`config.mk`:
```
export PLATFORM = sky130hd
export DESIGN_NAME = arsc_top
export DESIGN_NICKNAME = d
export VERILOG_FILES = /design/src/hw/arsc_pkg.sv /design/src/hw/arsc_top.sv /design/src/hw/arsc_trim_load.sv
export SDC_FILE = /design/constraint.sdc
export NUM_CORES = 1
export LEC_CHECK = 0
export BUFFER_PORTS_ARGS = -buffer_cell sky130_fd_sc_hd__buf_4
export CAP_MARGIN = 20
export CELL_PAD_IN_SITES_DETAIL_PLACEMENT = 1
export CELL_PAD_IN_SITES_GLOBAL_PLACEMENT = 2
export CORE_MARGIN = 8
export CORE_UTILIZATION = 33
export CTS_CLUSTER_DIAMETER = 200
export DETAILED_ROUTE_END_ITERATION = 7
export GPL_TIMING_DRIVEN = 0
export HOLD_SLACK_MARGIN = 0.02
export MAX_ROUTING_LAYER = met4
export PLACE_DENSITY_LB_ADDON = 0.1
export SLEW_MARGIN = 25
export SYNTH_ARGS = -nofsm -noshare
export SYNTH_HDL_FRONTEND = slang
export SYNTH_SLANG_ARGS = --single-unit
```
`constraint.sdc`:
```
create_clock -name SYS_CLK -period 2.3 [get_ports SYS_CLK]
set_input_delay 0.345 -clock SYS_CLK [delete_from_list [all_inputs] [get_ports SYS_CLK]]
set_output_delay 0.345 -clock SYS_CLK [all_outputs]
set_load 0.01 [all_outputs]
```
`src/hw/arsc_pkg.sv`:
```
// Purpose: Shared constants and types for the converter reference select control
// Assumes: 8-bit special-function register space, single clock
// Notes:   Trim value is arbitrary and only a default for simulation
package arsc_pkg;

   localparam logic [7:0] ADDR_TEMP_OFFSET_LOW  = 8'h85;
   localparam logic [7:0] ADDR_TEMP_OFFSET_HIGH = 8'h86;
   localparam logic [7:0] ADDR_REF_CONTROL      = 8'hD1;

   localparam int GND_SEL_BIT   = 5;
   localparam int REF_SEL_HI    = 4;
   localparam int REF_SEL_LO    = 3;
   localparam int SENSOR_EN_BIT = 2;
   localparam int OFFS_LOW_POS  = 6;

   localparam logic [1:0] REF_SEL_RESET    = 2'h3;
   localparam logic       GND_SEL_RESET    = 1'h0;
   localparam logic       SENSOR_EN_RESET  = 1'h0;
   localparam logic [9:0] TRIM_DEFAULT     = 10'h155;
   localparam logic [4:0] MUX_TEMP_SENSOR  = 5'h1B;

   typedef enum logic [1:0] {
      ARSC_REF_EXT_PIN  = 2'h0,
      ARSC_REF_MAIN_SUP = 2'h1,
      ARSC_REF_DIG_SUP  = 2'h2,
      ARSC_REF_HS_INT   = 2'h3
   } arsc_ref_e;

   typedef struct packed {
      logic [7:0] addr;
      logic [7:0] wdata;
      logic       wr;
      logic       rd;
   } arsc_sfr_req_s;

   typedef struct packed {
      logic vref_ext_pin;
      logic vref_main_sup;
      logic vref_dig_sup;
      logic vref_hs_int;
      logic hs_ref_enable;
      logic gnd_from_analog_ground_pin;
      logic sensor_enable;
   } arsc_ana_sel_s;

endpackage : arsc_pkg

```
`src/hw/arsc_top.sv`:
```
// Purpose: Reference and ground selection for the converter, plus offset registers
// Assumes: Core drives SFR strobes synchronous to SYS_CLK; reads return next cycle
// Notes:   Converter phase inputs come from converter logic on the same clock
`timescale 1ns/10ps
`default_nettype none

module arsc_top (
   input  wire logic                     SYS_CLK,     // 250 MHz system clock
   input  wire logic                     NRST,        // Async reset, active low
   input  wire arsc_pkg::arsc_sfr_req_s  SFR_REQ,     // Core register access
   output logic                    [7:0] SFR_RDATA,   // Read data, one cycle later
   output logic                          SFR_RVLD,    // Read data valid pulse
   input  wire logic                     CNV_TRACK,   // Converter tracking phase
   input  wire logic                     CNV_CONVERT, // Converter conversion phase
   input  wire logic               [4:0] CNV_MUX,     // Converter input select
   input  wire logic                     TRIM_VLD,    // Factory trim present
   input  wire logic               [9:0] TRIM_WORD,   // Factory trim offset value
   output var arsc_pkg::arsc_ana_sel_s   ANA_SEL      // Selections to analog side
);
   logic [1:0] ref_sel_q;
   logic [1:0] ref_sel_d;
   logic       gnd_sel_q;
   logic       gnd_sel_d;
   logic       sens_en_q;
   logic       sens_en_d;
   logic [7:0] rdata_q;
   logic [7:0] rdata_d;
   logic       rvld_q;
   logic       rvld_d;
   arsc_pkg::arsc_ana_sel_s sel_q;
   arsc_pkg::arsc_ana_sel_s sel_d;
   logic [9:0] offset_val;
   logic       offset_loaded;

   arsc_trim_load u_trim (
      .clk       (SYS_CLK),
      .nrst      (NRST),
      .trim_vld  (TRIM_VLD),
      .trim_word (TRIM_WORD),
      .value     (offset_val),
      .loaded    (offset_loaded)
   );

   function automatic logic [7:0] ctrl_image(input logic g, input logic [1:0] r,
                                            input logic t);
      logic [7:0] img;
      img = 8'h00;
      img[arsc_pkg::GND_SEL_BIT] = g;
      img[arsc_pkg::REF_SEL_HI:arsc_pkg::REF_SEL_LO] = r;
      img[arsc_pkg::SENSOR_EN_BIT] = t;
      return img;
   endfunction : ctrl_image

   // Register writes and reads
   always_comb begin
      ref_sel_d = ref_sel_q;
      gnd_sel_d = gnd_sel_q;
      sens_en_d = sens_en_q;
      rdata_d   = rdata_q;
      rvld_d    = 1'b0;
      if (SFR_REQ.wr && SFR_REQ.addr == arsc_pkg::ADDR_REF_CONTROL) begin
         gnd_sel_d = SFR_REQ.wdata[arsc_pkg::GND_SEL_BIT];
         ref_sel_d = SFR_REQ.wdata[arsc_pkg::REF_SEL_HI:arsc_pkg::REF_SEL_LO];
         sens_en_d = SFR_REQ.wdata[arsc_pkg::SENSOR_EN_BIT];
      end
      if (SFR_REQ.rd) begin
         rvld_d = 1'b1;
         unique case (SFR_REQ.addr)
            arsc_pkg::ADDR_TEMP_OFFSET_HIGH: rdata_d = offset_val[9:2];
            arsc_pkg::ADDR_TEMP_OFFSET_LOW:
               rdata_d = {offset_val[1:0], 6'h00};
            arsc_pkg::ADDR_REF_CONTROL:
               rdata_d = ctrl_image(gnd_sel_q, ref_sel_q, sens_en_q);
            default: rdata_d = 8'h00;
         endcase
      end
   end

   // Analog selections
   always_comb begin
      sel_d = '0;
      sel_d.vref_ext_pin  = (ref_sel_q == arsc_pkg::ARSC_REF_EXT_PIN);
      sel_d.vref_main_sup = (ref_sel_q == arsc_pkg::ARSC_REF_MAIN_SUP);
      sel_d.vref_dig_sup  = (ref_sel_q == arsc_pkg::ARSC_REF_DIG_SUP);
      sel_d.vref_hs_int   = (ref_sel_q == arsc_pkg::ARSC_REF_HS_INT);
      sel_d.hs_ref_enable = sel_d.vref_hs_int && (CNV_TRACK || CNV_CONVERT);
      sel_d.gnd_from_analog_ground_pin = gnd_sel_q;
      if (CNV_TRACK && CNV_MUX == arsc_pkg::MUX_TEMP_SENSOR) begin
         sel_d.gnd_from_analog_ground_pin = 1'b0;
      end
      if (CNV_CONVERT && sel_d.vref_hs_int) begin
         sel_d.gnd_from_analog_ground_pin = 1'b0;
      end
      sel_d.sensor_enable = sens_en_q;
   end

   always_ff @(posedge SYS_CLK or negedge NRST) begin
      if (!NRST) begin
         ref_sel_q <= arsc_pkg::REF_SEL_RESET;
         gnd_sel_q <= arsc_pkg::GND_SEL_RESET;
         sens_en_q <= arsc_pkg::SENSOR_EN_RESET;
         rdata_q   <= 8'h00;
         rvld_q    <= 1'b0;
         sel_q     <= '0;
      end else begin
         ref_sel_q <= ref_sel_d;
         gnd_sel_q <= gnd_sel_d;
         sens_en_q <= sens_en_d;
         rdata_q   <= rdata_d;
         rvld_q    <= rvld_d;
         sel_q     <= sel_d;
      end
   end

   assign SFR_RDATA = rdata_q;
   assign SFR_RVLD  = rvld_q;
   assign ANA_SEL   = sel_q;

   // Assertions
   a_offset_high_read: assert property (@(posedge SYS_CLK) disable iff (!NRST)
      SFR_REQ.rd && SFR_REQ.addr == arsc_pkg::ADDR_TEMP_OFFSET_HIGH
      |=> SFR_RVLD && SFR_RDATA == $past(offset_val[9:2]))
      else $error("offset high read wrong");

   a_offset_low_read: assert property (@(posedge SYS_CLK) disable iff (!NRST)
      SFR_REQ.rd && SFR_REQ.addr == arsc_pkg::ADDR_TEMP_OFFSET_LOW
      |=> SFR_RDATA[7:6] == $past(offset_val[1:0]))
      else $error("offset low read wrong");

   a_low_unused_zero: assert property (@(posedge SYS_CLK) disable iff (!NRST)
      $past(SFR_REQ.rd) && $past(SFR_REQ.addr) == arsc_pkg::ADDR_TEMP_OFFSET_LOW
      |-> SFR_RDATA[5:0] == 6'h00)
      else $error("offset low unused bits not zero");

   a_ref_ext_pin: assert property (@(posedge SYS_CLK) disable iff (!NRST)
      ANA_SEL.vref_ext_pin |-> !ANA_SEL.vref_hs_int && $past(ref_sel_q) == 2'h0)
      else $error("external reference wrongly selected");

   a_ref_hs_sel: assert property (@(posedge SYS_CLK) disable iff (!NRST)
      ref_sel_q == 2'h3 |=> ANA_SEL.vref_hs_int)
      else $error("high-speed reference not selected");

   a_hs_ref_demand: assert property (@(posedge SYS_CLK) disable iff (!NRST)
      ANA_SEL.hs_ref_enable == $past(ref_sel_q == 2'h3 && (CNV_TRACK || CNV_CONVERT)))
      else $error("high-speed reference enable wrong");

   a_supply_refs: assert property (@(posedge SYS_CLK) disable iff (!NRST)
      ref_sel_q == 2'h1 |=> ANA_SEL.vref_main_sup && !ANA_SEL.vref_dig_sup)
      else $error("supply reference wrong");

   a_sensor_gnd: assert property (@(posedge SYS_CLK) disable iff (!NRST)
      CNV_TRACK && CNV_MUX == arsc_pkg::MUX_TEMP_SENSOR |=> !ANA_SEL.gnd_from_analog_ground_pin)
      else $error("sensor sampling not on internal ground");

   a_hs_conv_gnd: assert property (@(posedge SYS_CLK) disable iff (!NRST)
      CNV_CONVERT && ref_sel_q == 2'h3 |=> !ANA_SEL.gnd_from_analog_ground_pin)
      else $error("conversion not on internal ground");

   a_analog_ground_pin_select: assert property (@(posedge SYS_CLK) disable iff (!NRST)
      gnd_sel_q && !CNV_TRACK && !CNV_CONVERT |=> ANA_SEL.gnd_from_analog_ground_pin)
      else $error("analog ground pin not used");

   a_ctrl_write: assert property (@(posedge SYS_CLK) disable iff (!NRST)
      SFR_REQ.wr && SFR_REQ.addr == arsc_pkg::ADDR_REF_CONTROL
      |=> ##1 ANA_SEL.sensor_enable == $past(SFR_REQ.wdata[2], 2))
      else $error("sensor enable write not applied");

   a_dig_supply_ref: assert property (@(posedge SYS_CLK) disable iff (!NRST)
      ref_sel_q == 2'h2
      |=> ANA_SEL.vref_dig_sup && !ANA_SEL.vref_main_sup)
      else $error("digital supply reference wrong");

   a_ext_pin_code: assert property (@(posedge SYS_CLK) disable iff (!NRST)
      ref_sel_q == 2'h0
      |=> ANA_SEL.vref_ext_pin)
      else $error("external reference not selected");

   a_ref_one_source: assert property (@(posedge SYS_CLK) disable iff (!NRST)
      $past(NRST) |-> $onehot({ANA_SEL.vref_ext_pin, ANA_SEL.vref_main_sup,
                               ANA_SEL.vref_dig_sup, ANA_SEL.vref_hs_int}))
      else $error("reference selection not one-hot");

   a_hs_ref_track: assert property (@(posedge SYS_CLK) disable iff (!NRST)
      ref_sel_q == 2'h3 && CNV_TRACK
      |=> ANA_SEL.hs_ref_enable)
      else $error("high-speed reference off while tracking");

   a_hs_ref_idle: assert property (@(posedge SYS_CLK) disable iff (!NRST)
      ref_sel_q == 2'h3 && !CNV_TRACK && !CNV_CONVERT
      |=> !ANA_SEL.hs_ref_enable)
      else $error("high-speed reference on while idle");

   a_hs_ref_unsel: assert property (@(posedge SYS_CLK) disable iff (!NRST)
      ref_sel_q != 2'h3
      |=> !ANA_SEL.hs_ref_enable)
      else $error("high-speed reference on while not selected");

   a_analog_ground_pin_track: assert property (@(posedge SYS_CLK) disable iff (!NRST)
      gnd_sel_q && CNV_TRACK && !CNV_CONVERT && CNV_MUX != arsc_pkg::MUX_TEMP_SENSOR
      |=> ANA_SEL.gnd_from_analog_ground_pin)
      else $error("analog ground pin not used while tracking");

   a_analog_ground_pin_convert: assert property (@(posedge SYS_CLK) disable iff (!NRST)
      gnd_sel_q && CNV_CONVERT && !CNV_TRACK && ref_sel_q != 2'h3
      |=> ANA_SEL.gnd_from_analog_ground_pin)
      else $error("analog ground pin not used while converting");

   a_gnd_pin_default: assert property (@(posedge SYS_CLK) disable iff (!NRST)
      !gnd_sel_q
      |=> !ANA_SEL.gnd_from_analog_ground_pin)
      else $error("analog ground pin used with select clear");

   a_sensor_follow: assert property (@(posedge SYS_CLK) disable iff (!NRST)
      ANA_SEL.sensor_enable == $past(sens_en_q))
      else $error("sensor enable does not follow register");

   a_sensor_write_off: assert property (@(posedge SYS_CLK) disable iff (!NRST)
      SFR_REQ.wr && SFR_REQ.addr == arsc_pkg::ADDR_REF_CONTROL && !SFR_REQ.wdata[2]
      |=> ##1 !ANA_SEL.sensor_enable)
      else $error("sensor not switched off");

   a_reset_values: assert property (@(posedge SYS_CLK) disable iff (!NRST)
      !$past(NRST)
      |-> ref_sel_q == arsc_pkg::REF_SEL_RESET && !gnd_sel_q && !sens_en_q)
      else $error("control reset values wrong");

   a_ctrl_unused_zero: assert property (@(posedge SYS_CLK) disable iff (!NRST)
      $past(SFR_REQ.rd && SFR_REQ.addr == arsc_pkg::ADDR_REF_CONTROL)
      |-> SFR_RDATA[7:6] == 2'h0 && SFR_RDATA[1:0] == 2'h0)
      else $error("control unused bits not zero");

   a_ctrl_read_image: assert property (@(posedge SYS_CLK) disable iff (!NRST)
      SFR_REQ.rd && SFR_REQ.addr == arsc_pkg::ADDR_REF_CONTROL
      |=> SFR_RDATA[5] == $past(gnd_sel_q) && SFR_RDATA[4:3] == $past(ref_sel_q)
          && SFR_RDATA[2] == $past(sens_en_q))
      else $error("control read image wrong");

   a_ctrl_write_ref: assert property (@(posedge SYS_CLK) disable iff (!NRST)
      SFR_REQ.wr && SFR_REQ.addr == arsc_pkg::ADDR_REF_CONTROL
      |=> ref_sel_q == $past(SFR_REQ.wdata[4:3]) && gnd_sel_q == $past(SFR_REQ.wdata[5]))
      else $error("control write not applied");

   a_ctrl_hold: assert property (@(posedge SYS_CLK) disable iff (!NRST)
      !(SFR_REQ.wr && SFR_REQ.addr == arsc_pkg::ADDR_REF_CONTROL)
      |=> $stable(ref_sel_q) && $stable(gnd_sel_q) && $stable(sens_en_q))
      else $error("control changed without write");

   a_read_valid: assert property (@(posedge SYS_CLK) disable iff (!NRST)
      SFR_REQ.rd
      |=> SFR_RVLD)
      else $error("read valid missing");

   a_read_valid_idle: assert property (@(posedge SYS_CLK) disable iff (!NRST)
      !SFR_REQ.rd
      |=> !SFR_RVLD)
      else $error("read valid without read");

   a_rdata_hold: assert property (@(posedge SYS_CLK) disable iff (!NRST)
      !SFR_REQ.rd
      |=> $stable(SFR_RDATA))
      else $error("read data changed without read");

   a_unmapped_read: assert property (@(posedge SYS_CLK) disable iff (!NRST)
      SFR_REQ.rd && SFR_REQ.addr != arsc_pkg::ADDR_TEMP_OFFSET_LOW
      && SFR_REQ.addr != arsc_pkg::ADDR_TEMP_OFFSET_HIGH
      && SFR_REQ.addr != arsc_pkg::ADDR_REF_CONTROL
      |=> SFR_RDATA == 8'h00)
      else $error("unmapped read not zero");

   a_offset_write_ignored: assert property (@(posedge SYS_CLK) disable iff (!NRST)
      offset_loaded && SFR_REQ.wr && (SFR_REQ.addr == arsc_pkg::ADDR_TEMP_OFFSET_LOW
      || SFR_REQ.addr == arsc_pkg::ADDR_TEMP_OFFSET_HIGH)
      |=> $stable(offset_val) && $stable(ref_sel_q))
      else $error("offset register write had an effect");

   a_offset_stable: assert property (@(posedge SYS_CLK) disable iff (!NRST)
      offset_loaded
      |=> $stable(offset_val) && offset_loaded)
      else $error("offset value changed after capture");
endmodule : arsc_top
`default_nettype wire

```
`src/hw/arsc_trim_load.sv`:
```
// Purpose: Captures the factory offset trim once reset is released
// Assumes: Trim word from non-volatile storage is stable while valid is high
// Notes:   Trim input is asynchronous to this clock, so it is synchronised
`timescale 1ns/10ps
`default_nettype none
module arsc_trim_load (
   input  wire logic       clk,        // System clock
   input  wire logic       nrst,       // Async reset, active low
   input  wire logic       trim_vld,   // Trim word present
   input  wire logic [9:0] trim_word,  // Factory offset value
   output logic      [9:0] value,      // Held offset value
   output logic            loaded      // Value captured
);
   logic [2:0] vld_sync_q;
   logic [2:0] vld_sync_d;
   logic [9:0] value_q;
   logic [9:0] value_d;
   logic       loaded_q;
   logic       loaded_d;

   always_comb begin
      vld_sync_d = {vld_sync_q[1:0], trim_vld};
      value_d    = value_q;
      loaded_d   = loaded_q;
      if (!loaded_q && vld_sync_q[1] && vld_sync_q[2]) begin
         value_d  = trim_word;
         loaded_d = 1'b1;
      end
   end

   always_ff @(posedge clk or negedge nrst) begin
      if (!nrst) begin
         vld_sync_q <= 3'h0;
         value_q    <= arsc_pkg::TRIM_DEFAULT;
         loaded_q   <= 1'b0;
      end else begin
         vld_sync_q <= vld_sync_d;
         value_q    <= value_d;
         loaded_q   <= loaded_d;
      end
   end

   assign value  = value_q;
   assign loaded = loaded_q;
endmodule : arsc_trim_load
`default_nettype wire

```
==> results of run 1 <==
routing by layer:
metal	vias to the layer above	global-route usage	routed length [µm]
met5	-	-	0
met3	6	0.0429	204
li1	425	-	-
met2	30	0.174	1600
met1	452	0.126	1390
met4	0	0.0667	69
path summary, 6_finish.rpt:
path                                   endpoint  slack [ns]  cells past startpoint
max in group asynchronous          ref_sel_q[1]        1.40                      2
hold reg to reg            u_trim.vld_sync_q[1]        0.36                      0
setup reg to reg                u_trim.value[9]        1.08                      3
setup / recovery                u_trim.value[9]        1.08                      3
hold / removal             u_trim.vld_sync_q[0]        0.17                      1
min in group asynchronous          SFR_RDATA[6]        0.56                      2
cell type report:
type | instances | area share
Buffer | 1 | 0.00272
Clock buffer | 7 | 0.0415
Inverter | 1 | 0.00204
Multi-Input combinational cell | 48 | 0.247
Sequential cell | 34 | 0.467
Tap cell | 50 | 0.0340
Timing Repair Buffer | 50 | 0.205
per-stage QoR:
stage / worst slack [ns] / hold slack (ns) / util / instances
floorplan: 1.02 / 0.0494 / - / 84
global placement: 0.803 / 0.308 / 0.445 / 183
detailed placement: 0.797 / 0.315 / 0.445 / 183
CTS: 1.06 / 0.156 / 0.467 / 191
global route: 1.02 / 0.159 / 0.467 / 191
finish: 1.08 / 0.166 / 0.467 / 191
power by group:
| part | total, mW | leakage, nW | internal (mW) | switching (mW) |
|---|---|---|---|---|
| sequential | 0.684 | 0.419 | 0.659 | 0.0248 |
| combinational | 0.122 | 0.424 | 0.0769 | 0.0451 |
| clock | 0.399 | 0.0383 | 0.208 | 0.192 |
| total | 1.21 | 0.881 | 0.944 | 0.262 |
sequential cells by signal, indices dropped and copies added, names as in the netlist:
name	count
ANA_SEL	7
SFR_RDATA	8
SFR_RVLD	1
gnd_sel_q	1
ref_sel_q	2
sens_en_q	1
u_trim.loaded	1
u_trim.value	10
u_trim.vld_sync_q	3
synthesized netlist by cell type:
cell | n | area [µm²]
nor2_1 | 1 | 3.75
a221o_1 | 6 | 60.1
nor3_2 | 1 | 10.0
nand4bb_1 | 3 | 33.8
o21a_1 | 1 | 7.51
dfstp_2 | 7 | 184
nor3_4 | 2 | 32.5
nand2_1 | 1 | 3.75
mux2_2 | 10 | 113
nand4b_2 | 1 | 15.0
a22o_1 | 2 | 17.5
inv_1 | 1 | 3.75
nand3b_1 | 1 | 7.51
nand4bb_2 | 1 | 16.3
mux2_1 | 4 | 45.0
buf_2 | 1 | 5.00
a21o_1 | 1 | 7.51
nor2b_1 | 8 | 50.1
dfrtp_1 | 27 | 676
nor3_1 | 1 | 5.00
nand3_1 | 1 | 5.00
and4b_1 | 1 | 10.0
a31oi_1 | 1 | 6.26
and2_1 | 1 | 6.26
worst register-to-register path, cell delays in order, from the launching register on:
cell	delay, ns
dfrtp_1	0.40
nand3b_1	0.08
buf_2	0.25
mux2_2	0.37
logic make-up after synthesis:
kind of cell    after synthesis  synth area share
flops                        34             0.649
simple gates                 23             0.150
mux                          14             0.119
compound gates               11            0.0747
buf+inv                       2           0.00661
==> metrics.txt, run 1 <==
status=finished, final reports clean; fraction of the yosys area taken by sequential cells=0.649; max-cap viol count=0; cell area after synthesis=1320 µm²; number of placement rows=23; CTS root buf=clkbuf_8; Largest delay share family, worst path=flip-flops; GPL Wtd Cong=0.685; Initial Util=0.336; core box area=3940 µm²; Remaining Overflow, GRT=0; Crit-path slowest cell=dfrtp_1; CP cell instances=nand3b_1 > buf_2 > mux2_2; nets=179; Yosys Warn Count=0; Finish-stage setup viols=0; Synth Net Count=122; worst endpoint required time=2.47 ns; Hold Crit Start=TRIM_VLD; WP data arrival=1.39 ns; Final Power=1.21 mW; achievable frequency=0.819 GHz; layout cells sized above 1=0.546; Setup CP Type=reg2reg; WL/cell=17.1 µm; Chip Width=79.3 µm; Post-DRT Antenna Nets=0; Num CTS Buffers=5; FF/Latch Area=860 µm²; Max VDD drop=0.403 mV; Hold Path Class=in2reg; Clk pin slew, worst setup/hold paths=0.06 ns; Post-DP HPWL=2.45 mm; I/O pin total=54; Post CTS Setup Buffer Count=0; first-pass GRT wire length=5.27 mm; initial antenna violation count=0; initial drt markers=35; number of synthesized register bits=34; Slew HR=0.709; worst clock skew=0.00357 ns; crit path max fanout=10; worst-skew pair later-pin latency=0.28 ns; Via density=4.78; Startpoint Class=flop; Fin. Hold Viols=0; Post-CTS Resized=0; commonest non-fill, non-tap cell in the layout=buf_4; Clock Path Buffers=2; die area=6290 µm²; H-tree Lvls=2; largest net degree at the start of global routing=35; total global routing track utilization=0.115; synthesized area per cell=15.8 µm²; Slew Limit Fails=0; count of different cell masters after synthesis=24; TritonCTS clock tree=yes; FILL cells=408; Layout area overhead=39.0%; cts hold-fix bufs=1; via count=913; Max stage delay on crit path=0.40 ns; post-layout min period=1.22 ns; setup TNS=0 ns; Post-Syn Instances=84; leakage=0.881 nW; capturing element type of the critical path=flop; Worst Setup SP=u_trim.vld_sync_q[1]; Pwr Density=655 nW/µm²; DR DRC count=0; Worst-Margin Slew=0.436 ns; clk sinks=34; commonest cells after routing, fill and taps aside=buf_4, dfrtp_1, mux2_2; CP bufs+invs=1; Die Y=79.3 µm; antenna cell count=0; Buffers on Ports=49; RSZ-0062 raised after global routing=false; Final period util=0.531; number of global-route vias before repair=1052; Placed Area=1750 µm²; final instance area=1840 µm²; reg2reg start=u_trim.vld_sync_q[1]; Post-Route WL=3.26 mm; first-pass detailed-route iteration total=3; multi-input logic area=455 µm²
No activity file was read; power rests on OpenSTA's default activity.
==> inputs of run 2 (changes only) <==
CORE_UTILIZATION = 30   (was 33)
clock period = 1.3 ns   (was 2.3 ns; I/O delays follow)
==> metrics.txt, run 2 (synthesis results as in run 1) <==
Clk pin slew, worst setup/hold paths=0.06 ns (about the same); Placed Cells=185 (+1.1%); final core utilization=0.432 (-0.0347); status=finished, final reports clean; Final Power=2.14 mW (+77%); via count=927 (+1.5%); worst clock skew=0.00283 ns (-0.000736 ns); pre-CTS WS=-0.0619 ns (-0.859 ns); post-layout min period=1.20 ns (-0.0255 ns); Fin. Hold Viols=0 (unchanged); Remaining Overflow, GRT=0 (unchanged); nets=180 (+0.56%); Crit-path slowest cell=dfrtp_1; Chip Width=82.4 µm (+3.9%); antenna cell count=0 (unchanged); max reg flops=10 (unchanged); initial antenna violation count=0 (unchanged); commonest cells after routing, fill and taps aside=buf_4, dfrtp_1, mux2_2; commonest non-fill, non-tap cell in the layout=buf_4; setup TNS=0 ns (unchanged); worst endpoint required time=1.47 ns (-1.00 ns); Slew HR=0.706 (-0.00300); Initial Util=0.308 (-0.0275); RSZ-0062 raised after global routing=false; Via density=4.78 (about the same); Buffers on Ports=49 (unchanged); CTS root buf=clkbuf_8; Worst Setup SP=u_trim.vld_sync_q[1]; Worst-Margin Slew=0.440 ns (+0.00450 ns); crit path max fanout=10 (unchanged); Slew Limit Fails=0 (unchanged); TritonCTS clock tree=yes; Setup CP Type=reg2reg; R2R setup slack=0.10 ns (-0.97 ns); Clock Path Buffers=2 (unchanged); FILL cells=473 (+16%); WP data arrival=1.36 ns (-0.03 ns); DR DRC count=0 (unchanged); total global routing track utilization=0.110 (-0.00466); core box area=4290 µm² (+8.9%); Final period util=0.920 (+0.389); CP bufs+invs=1 (unchanged); Num CTS Buffers=5 (unchanged); GPL Wtd Cong=0.676 (-1.3%); Startpoint Class=flop; Finish-stage setup viols=0 (unchanged); number of placement rows=24 (+4.3%); I/O pin total=54 (unchanged); first-pass GRT wire length=5.18 mm (-1.8%); largest net degree at the start of global routing=35 (unchanged); initial drt markers=33 (-5.7%); number of global-route vias before repair=1078 (+2.5%); Pwr Density=1150 nW/µm² (+76%); max-cap viol count=0 (unchanged); CP cell instances=nand3b_1 > clkbuf_4 > mux2_2; Max stage delay on crit path=0.40 ns (about the same); achievable frequency=0.836 GHz (+2.1%); non-filler instance count after layout=194 (+1.6%); Post-Route WL=3.32 mm (+1.9%); capturing element type of the critical path=flop; Hold Crit Start=CNV_MUX[3]; first-pass detailed-route iteration total=3 (unchanged); clk sinks=34 (unchanged); Largest delay share family, worst path=flip-flops; reg2reg start=u_trim.vld_sync_q[1]; Post-DRT Antenna Nets=0 (unchanged); Layout area overhead=40.2%; WL/cell=17.1 µm (+0.36%); Hold Path Class=in2reg; Worst Slack Setup Final=0.104 ns (-0.975 ns); die area=6790 µm² (+7.9%); Die Y=82.4 µm (+3.9%); layout cells sized above 1=0.542 (-0.00385); Max VDD drop=0.474 mV (+18%); Post-DP HPWL=2.51 mm (+2.5%); worst-skew pair later-pin latency=0.28 ns (about the same); leakage=0.887 nW (+0.71%); H-tree Lvls=2 (unchanged)
run 2: through the flow:
stage          instance area [µm²]  hold slack [ns]
4_1_cts                       1850           0.0736
6_report                      1860           0.0876
2_1_floorplan                 1320           -0.101
3_3_place_gp                  1760            0.160
3_5_place_dp                  1760            0.173
5_1_grt                       1860           0.0906
run 2: final timing paths:
check,to,cells past startpoint
max,u_trim.value[5],3
min,ANA_SEL[1],2
max reg2reg,u_trim.value[5],3
min reg2reg,u_trim.vld_sync_q[1],0
max in group asynchronous,u_trim.value[0],2
min in group asynchronous,SFR_RDATA[1],2
run 2: repair_timing:
item	CTS	global route
setup endpoints to repair	0	3
hold buffers	2	0
endpoints found under the hold margin	28	0
resized for setup	0	1
setup buffers	0	0
run 2: worst register-to-register path, stage by stage (launching register included):
cell and delay [ns]:
dfrtp_1 0.40, nand3b_1 0.09, clkbuf_4 0.23, mux2_2 0.36
run 2: area by class of cell:
cell class / count / area, µm² / area share
Timing Repair Buffer: 51 / 388 / 0.209
Inverter: 1 / 3.75 / 0.00202
Clock buffer: 7 / 76.3 / 0.0411
Sequential cell: 34 / 860 / 0.463
Buffer: 1 / 7.51 / 0.00405
Multi-Input combinational cell: 48 / 455 / 0.245
Tap cell: 52 / 65.1 / 0.0351
run 2: metal layers:
layer	track usage	routed length, µm	up-vias
met5	-	0	-
met4	0.0684	84	0
met3	0.0325	211	7
met2	0.175	1670	33
met1	0.118	1360	460
li1	-	-	427
run 2: report_power, final:
group	internal (mW)	total [mW]	leakage, nW	switching [mW]
Combinational	0.138	0.221	0.430	0.0831
Clock	0.368	0.709	0.0383	0.341
Sequential	1.17	1.21	0.419	0.0430
Total	1.67	2.14	0.887	0.467
==> inputs of run 3 (changes only) <==
--- a/config.mk
+++ b/config.mk
@@ -18,4 +18,5 @@
 export MAX_ROUTING_LAYER = met4
 export PLACE_DENSITY_LB_ADDON = 0.1
+export RECOVER_POWER = 50
 export SLEW_MARGIN = 25
 export SYNTH_ARGS = -nofsm -noshare
==> constraint.sdc (replaced) <==
create_clock -name SYS_CLK -period 1.3 [get_ports SYS_CLK]
set_input_delay 0.195 -clock SYS_CLK [delete_from_list [all_inputs] [get_ports SYS_CLK]]
set_output_delay 0.195 -clock SYS_CLK [all_outputs]
set_load 0.005 [all_outputs]
==> metrics.txt, run 3 (synthesis results as in run 1) <==
TritonCTS clock tree=yes; status=finished, final reports clean; CTS root buf=clkbuf_8; Finish-stage setup viols=0 (unchanged); hold depth=2 (unchanged); largest net degree at the start of global routing=35 (unchanged); Hold Path Class=in2reg; first-pass detailed-route iteration total=3 (unchanged); WP data arrival=1.36 ns (about the same); Max stage delay on crit path=0.40 ns (about the same); multi-input logic area=455 µm² (unchanged); GPL Wtd Cong=0.676 (unchanged); Worst-Margin Slew=0.856 ns (+0.416 ns); setup TNS=0 ns (unchanged); nets=180 (unchanged); number of placement rows=24 (unchanged); Clock Path Buffers=2 (unchanged); DR DRC count=0 (unchanged); Pwr Density=1150 nW/µm² (-0.17%); capturing element type of the critical path=flop; Crit-path slowest cell=dfrtp_1; Initial Util=0.308 (unchanged); Remaining Overflow, GRT=0 (unchanged); total global routing track utilization=0.110 (unchanged); commonest non-fill, non-tap cell in the layout=buf_4; initial drt markers=33 (unchanged); Chip Width=82.4 µm (unchanged); Clk pin slew, worst setup/hold paths=0.06 ns (about the same); Fin. Hold Viols=0 (unchanged); Worst R2R Path Depth=3 (unchanged); Buffers on Ports=49 (unchanged); Post-Route WL=3.32 mm (about the same); H-tree Lvls=2 (unchanged); Max VDD drop=0.474 mV (about the same); worst clock skew=0.00282 ns (-0.0000144 ns); initial antenna violation count=0 (unchanged); CP cell instances=nand3b_1 > clkbuf_4 > mux2_2; layout cells sized above 1=0.535 (-0.00704); clk sinks=34 (unchanged); post-layout min period=1.20 ns (-0.000332 ns); Largest delay share family, worst path=flip-flops; leakage=0.887 nW (about the same); max reg flops=10 (unchanged); FF/Latch Area=860 µm² (unchanged); RSZ-0062 raised after global routing=false; number of global-route vias before repair=1078 (unchanged); worst endpoint required time=1.47 ns (about the same); Die Y=82.4 µm (unchanged); Startpoint Class=flop; Post-DP HPWL=2.51 mm (unchanged); non-filler instance count after layout=194 (unchanged); Placed Cells=185 (unchanged); CP bufs+invs=1 (unchanged); achievable frequency=0.836 GHz (about the same); crit path max fanout=10 (unchanged); Slew HR=0.429 (-0.277); Num CTS Buffers=5 (unchanged); via count=927 (unchanged); WL/cell=17.1 µm (about the same); die area=6790 µm² (unchanged); Post CTS Setup Buffer Count=0 (unchanged); Layout area overhead=40.0%; I/O pin total=54 (unchanged); Final period util=0.920 (about the same); Placed Area=1760 µm² (unchanged); Via density=4.78 (unchanged); Slew Limit Fails=0 (unchanged); first-pass GRT wire length=5.18 mm (unchanged); max-cap viol count=0 (unchanged); core box area=4290 µm² (unchanged); commonest cells after routing, fill and taps aside=buf_4, dfrtp_1, mux2_2; Setup CP Type=reg2reg; worst-skew pair later-pin latency=0.28 ns (about the same); Post-DRT Antenna Nets=0 (unchanged); FILL cells=473 (unchanged); antenna cell count=0 (unchanged); final instance area=1850 µm² (-0.13%); CP Depth=3 (unchanged)
run 3: cell count changes in the layout (fill, tap and decap cells not counted):
cell / change
dfstp_2: -1
clkbuf_4: +1
buf_4: -2
dfstp_1: +1
clkbuf_2: +1
run 3: per-layer routing:
metal	routed length [µm]	GRT usage
met1	1350	0.118
met2	1670	0.175
met5	0	-
met3	211	0.0325
met4	84	0.0684
run 3: stage by stage:
step / hold WS [ns] / util / power (mW) / worst slack (ns)
global placement: 0.160 / 0.409 / 1.43 / -0.0478
finish: 0.0876 / 0.432 / 2.13 / 0.104
global route: 0.0906 / 0.432 / 2.25 / 0.0252
detailed placement: 0.173 / 0.409 / 1.45 / -0.0619
floorplan: -0.101 / - / 1.29 / 0.171
CTS: 0.0736 / 0.432 / 2.18 / 0.0274
run 3: cell type report:
| cell class | count | area share |
|---|---|---|
| inverters | 1 | 0.00203 |
| plain buffers | 1 | 0.00405 |
| flip-flops and latches | 34 | 0.464 |
| multi-input cells | 48 | 0.246 |
| well taps | 52 | 0.0351 |
| repair buffers | 51 | 0.208 |
| clock buffers | 7 | 0.0412 |
run 3: worst paths after layout:
path / slack, ns / start / end
max reg2reg: 0.10 / u_trim.vld_sync_q[1] / u_trim.value[5]
max in group asynchronous: 0.21 / NRST / SFR_RDATA[5]
min reg2reg: 0.36 / u_trim.vld_sync_q[0] / u_trim.vld_sync_q[1]
min in group asynchronous: 0.55 / NRST / SFR_RDATA[1]
min: 0.09 / CNV_MUX[3] / ANA_SEL[1]
max: 0.10 / u_trim.vld_sync_q[1] / u_trim.value[5]
run 3: power by group:
group / leakage (nW) / internal [mW] / switching, mW / total (mW)
combinational: 0.429 / 0.137 / 0.0786 / 0.215
sequential: 0.419 / 1.16 / 0.0430 / 1.21
clock: 0.0383 / 0.368 / 0.341 / 0.709
total: 0.887 / 1.67 / 0.463 / 2.13
run 3: worst reg2reg max path: stages, from the launching register on:
cell and delay [ns]:
dfrtp_1 0.40, nand3b_1 0.09, clkbuf_4 0.23, mux2_2 0.36
run 3: timing repair:
item	in CTS	in global routing
hold endpoints to repair	28	0
endpoints found under the setup margin	0	3
hold buffers	2	0
resized for setup	0	1
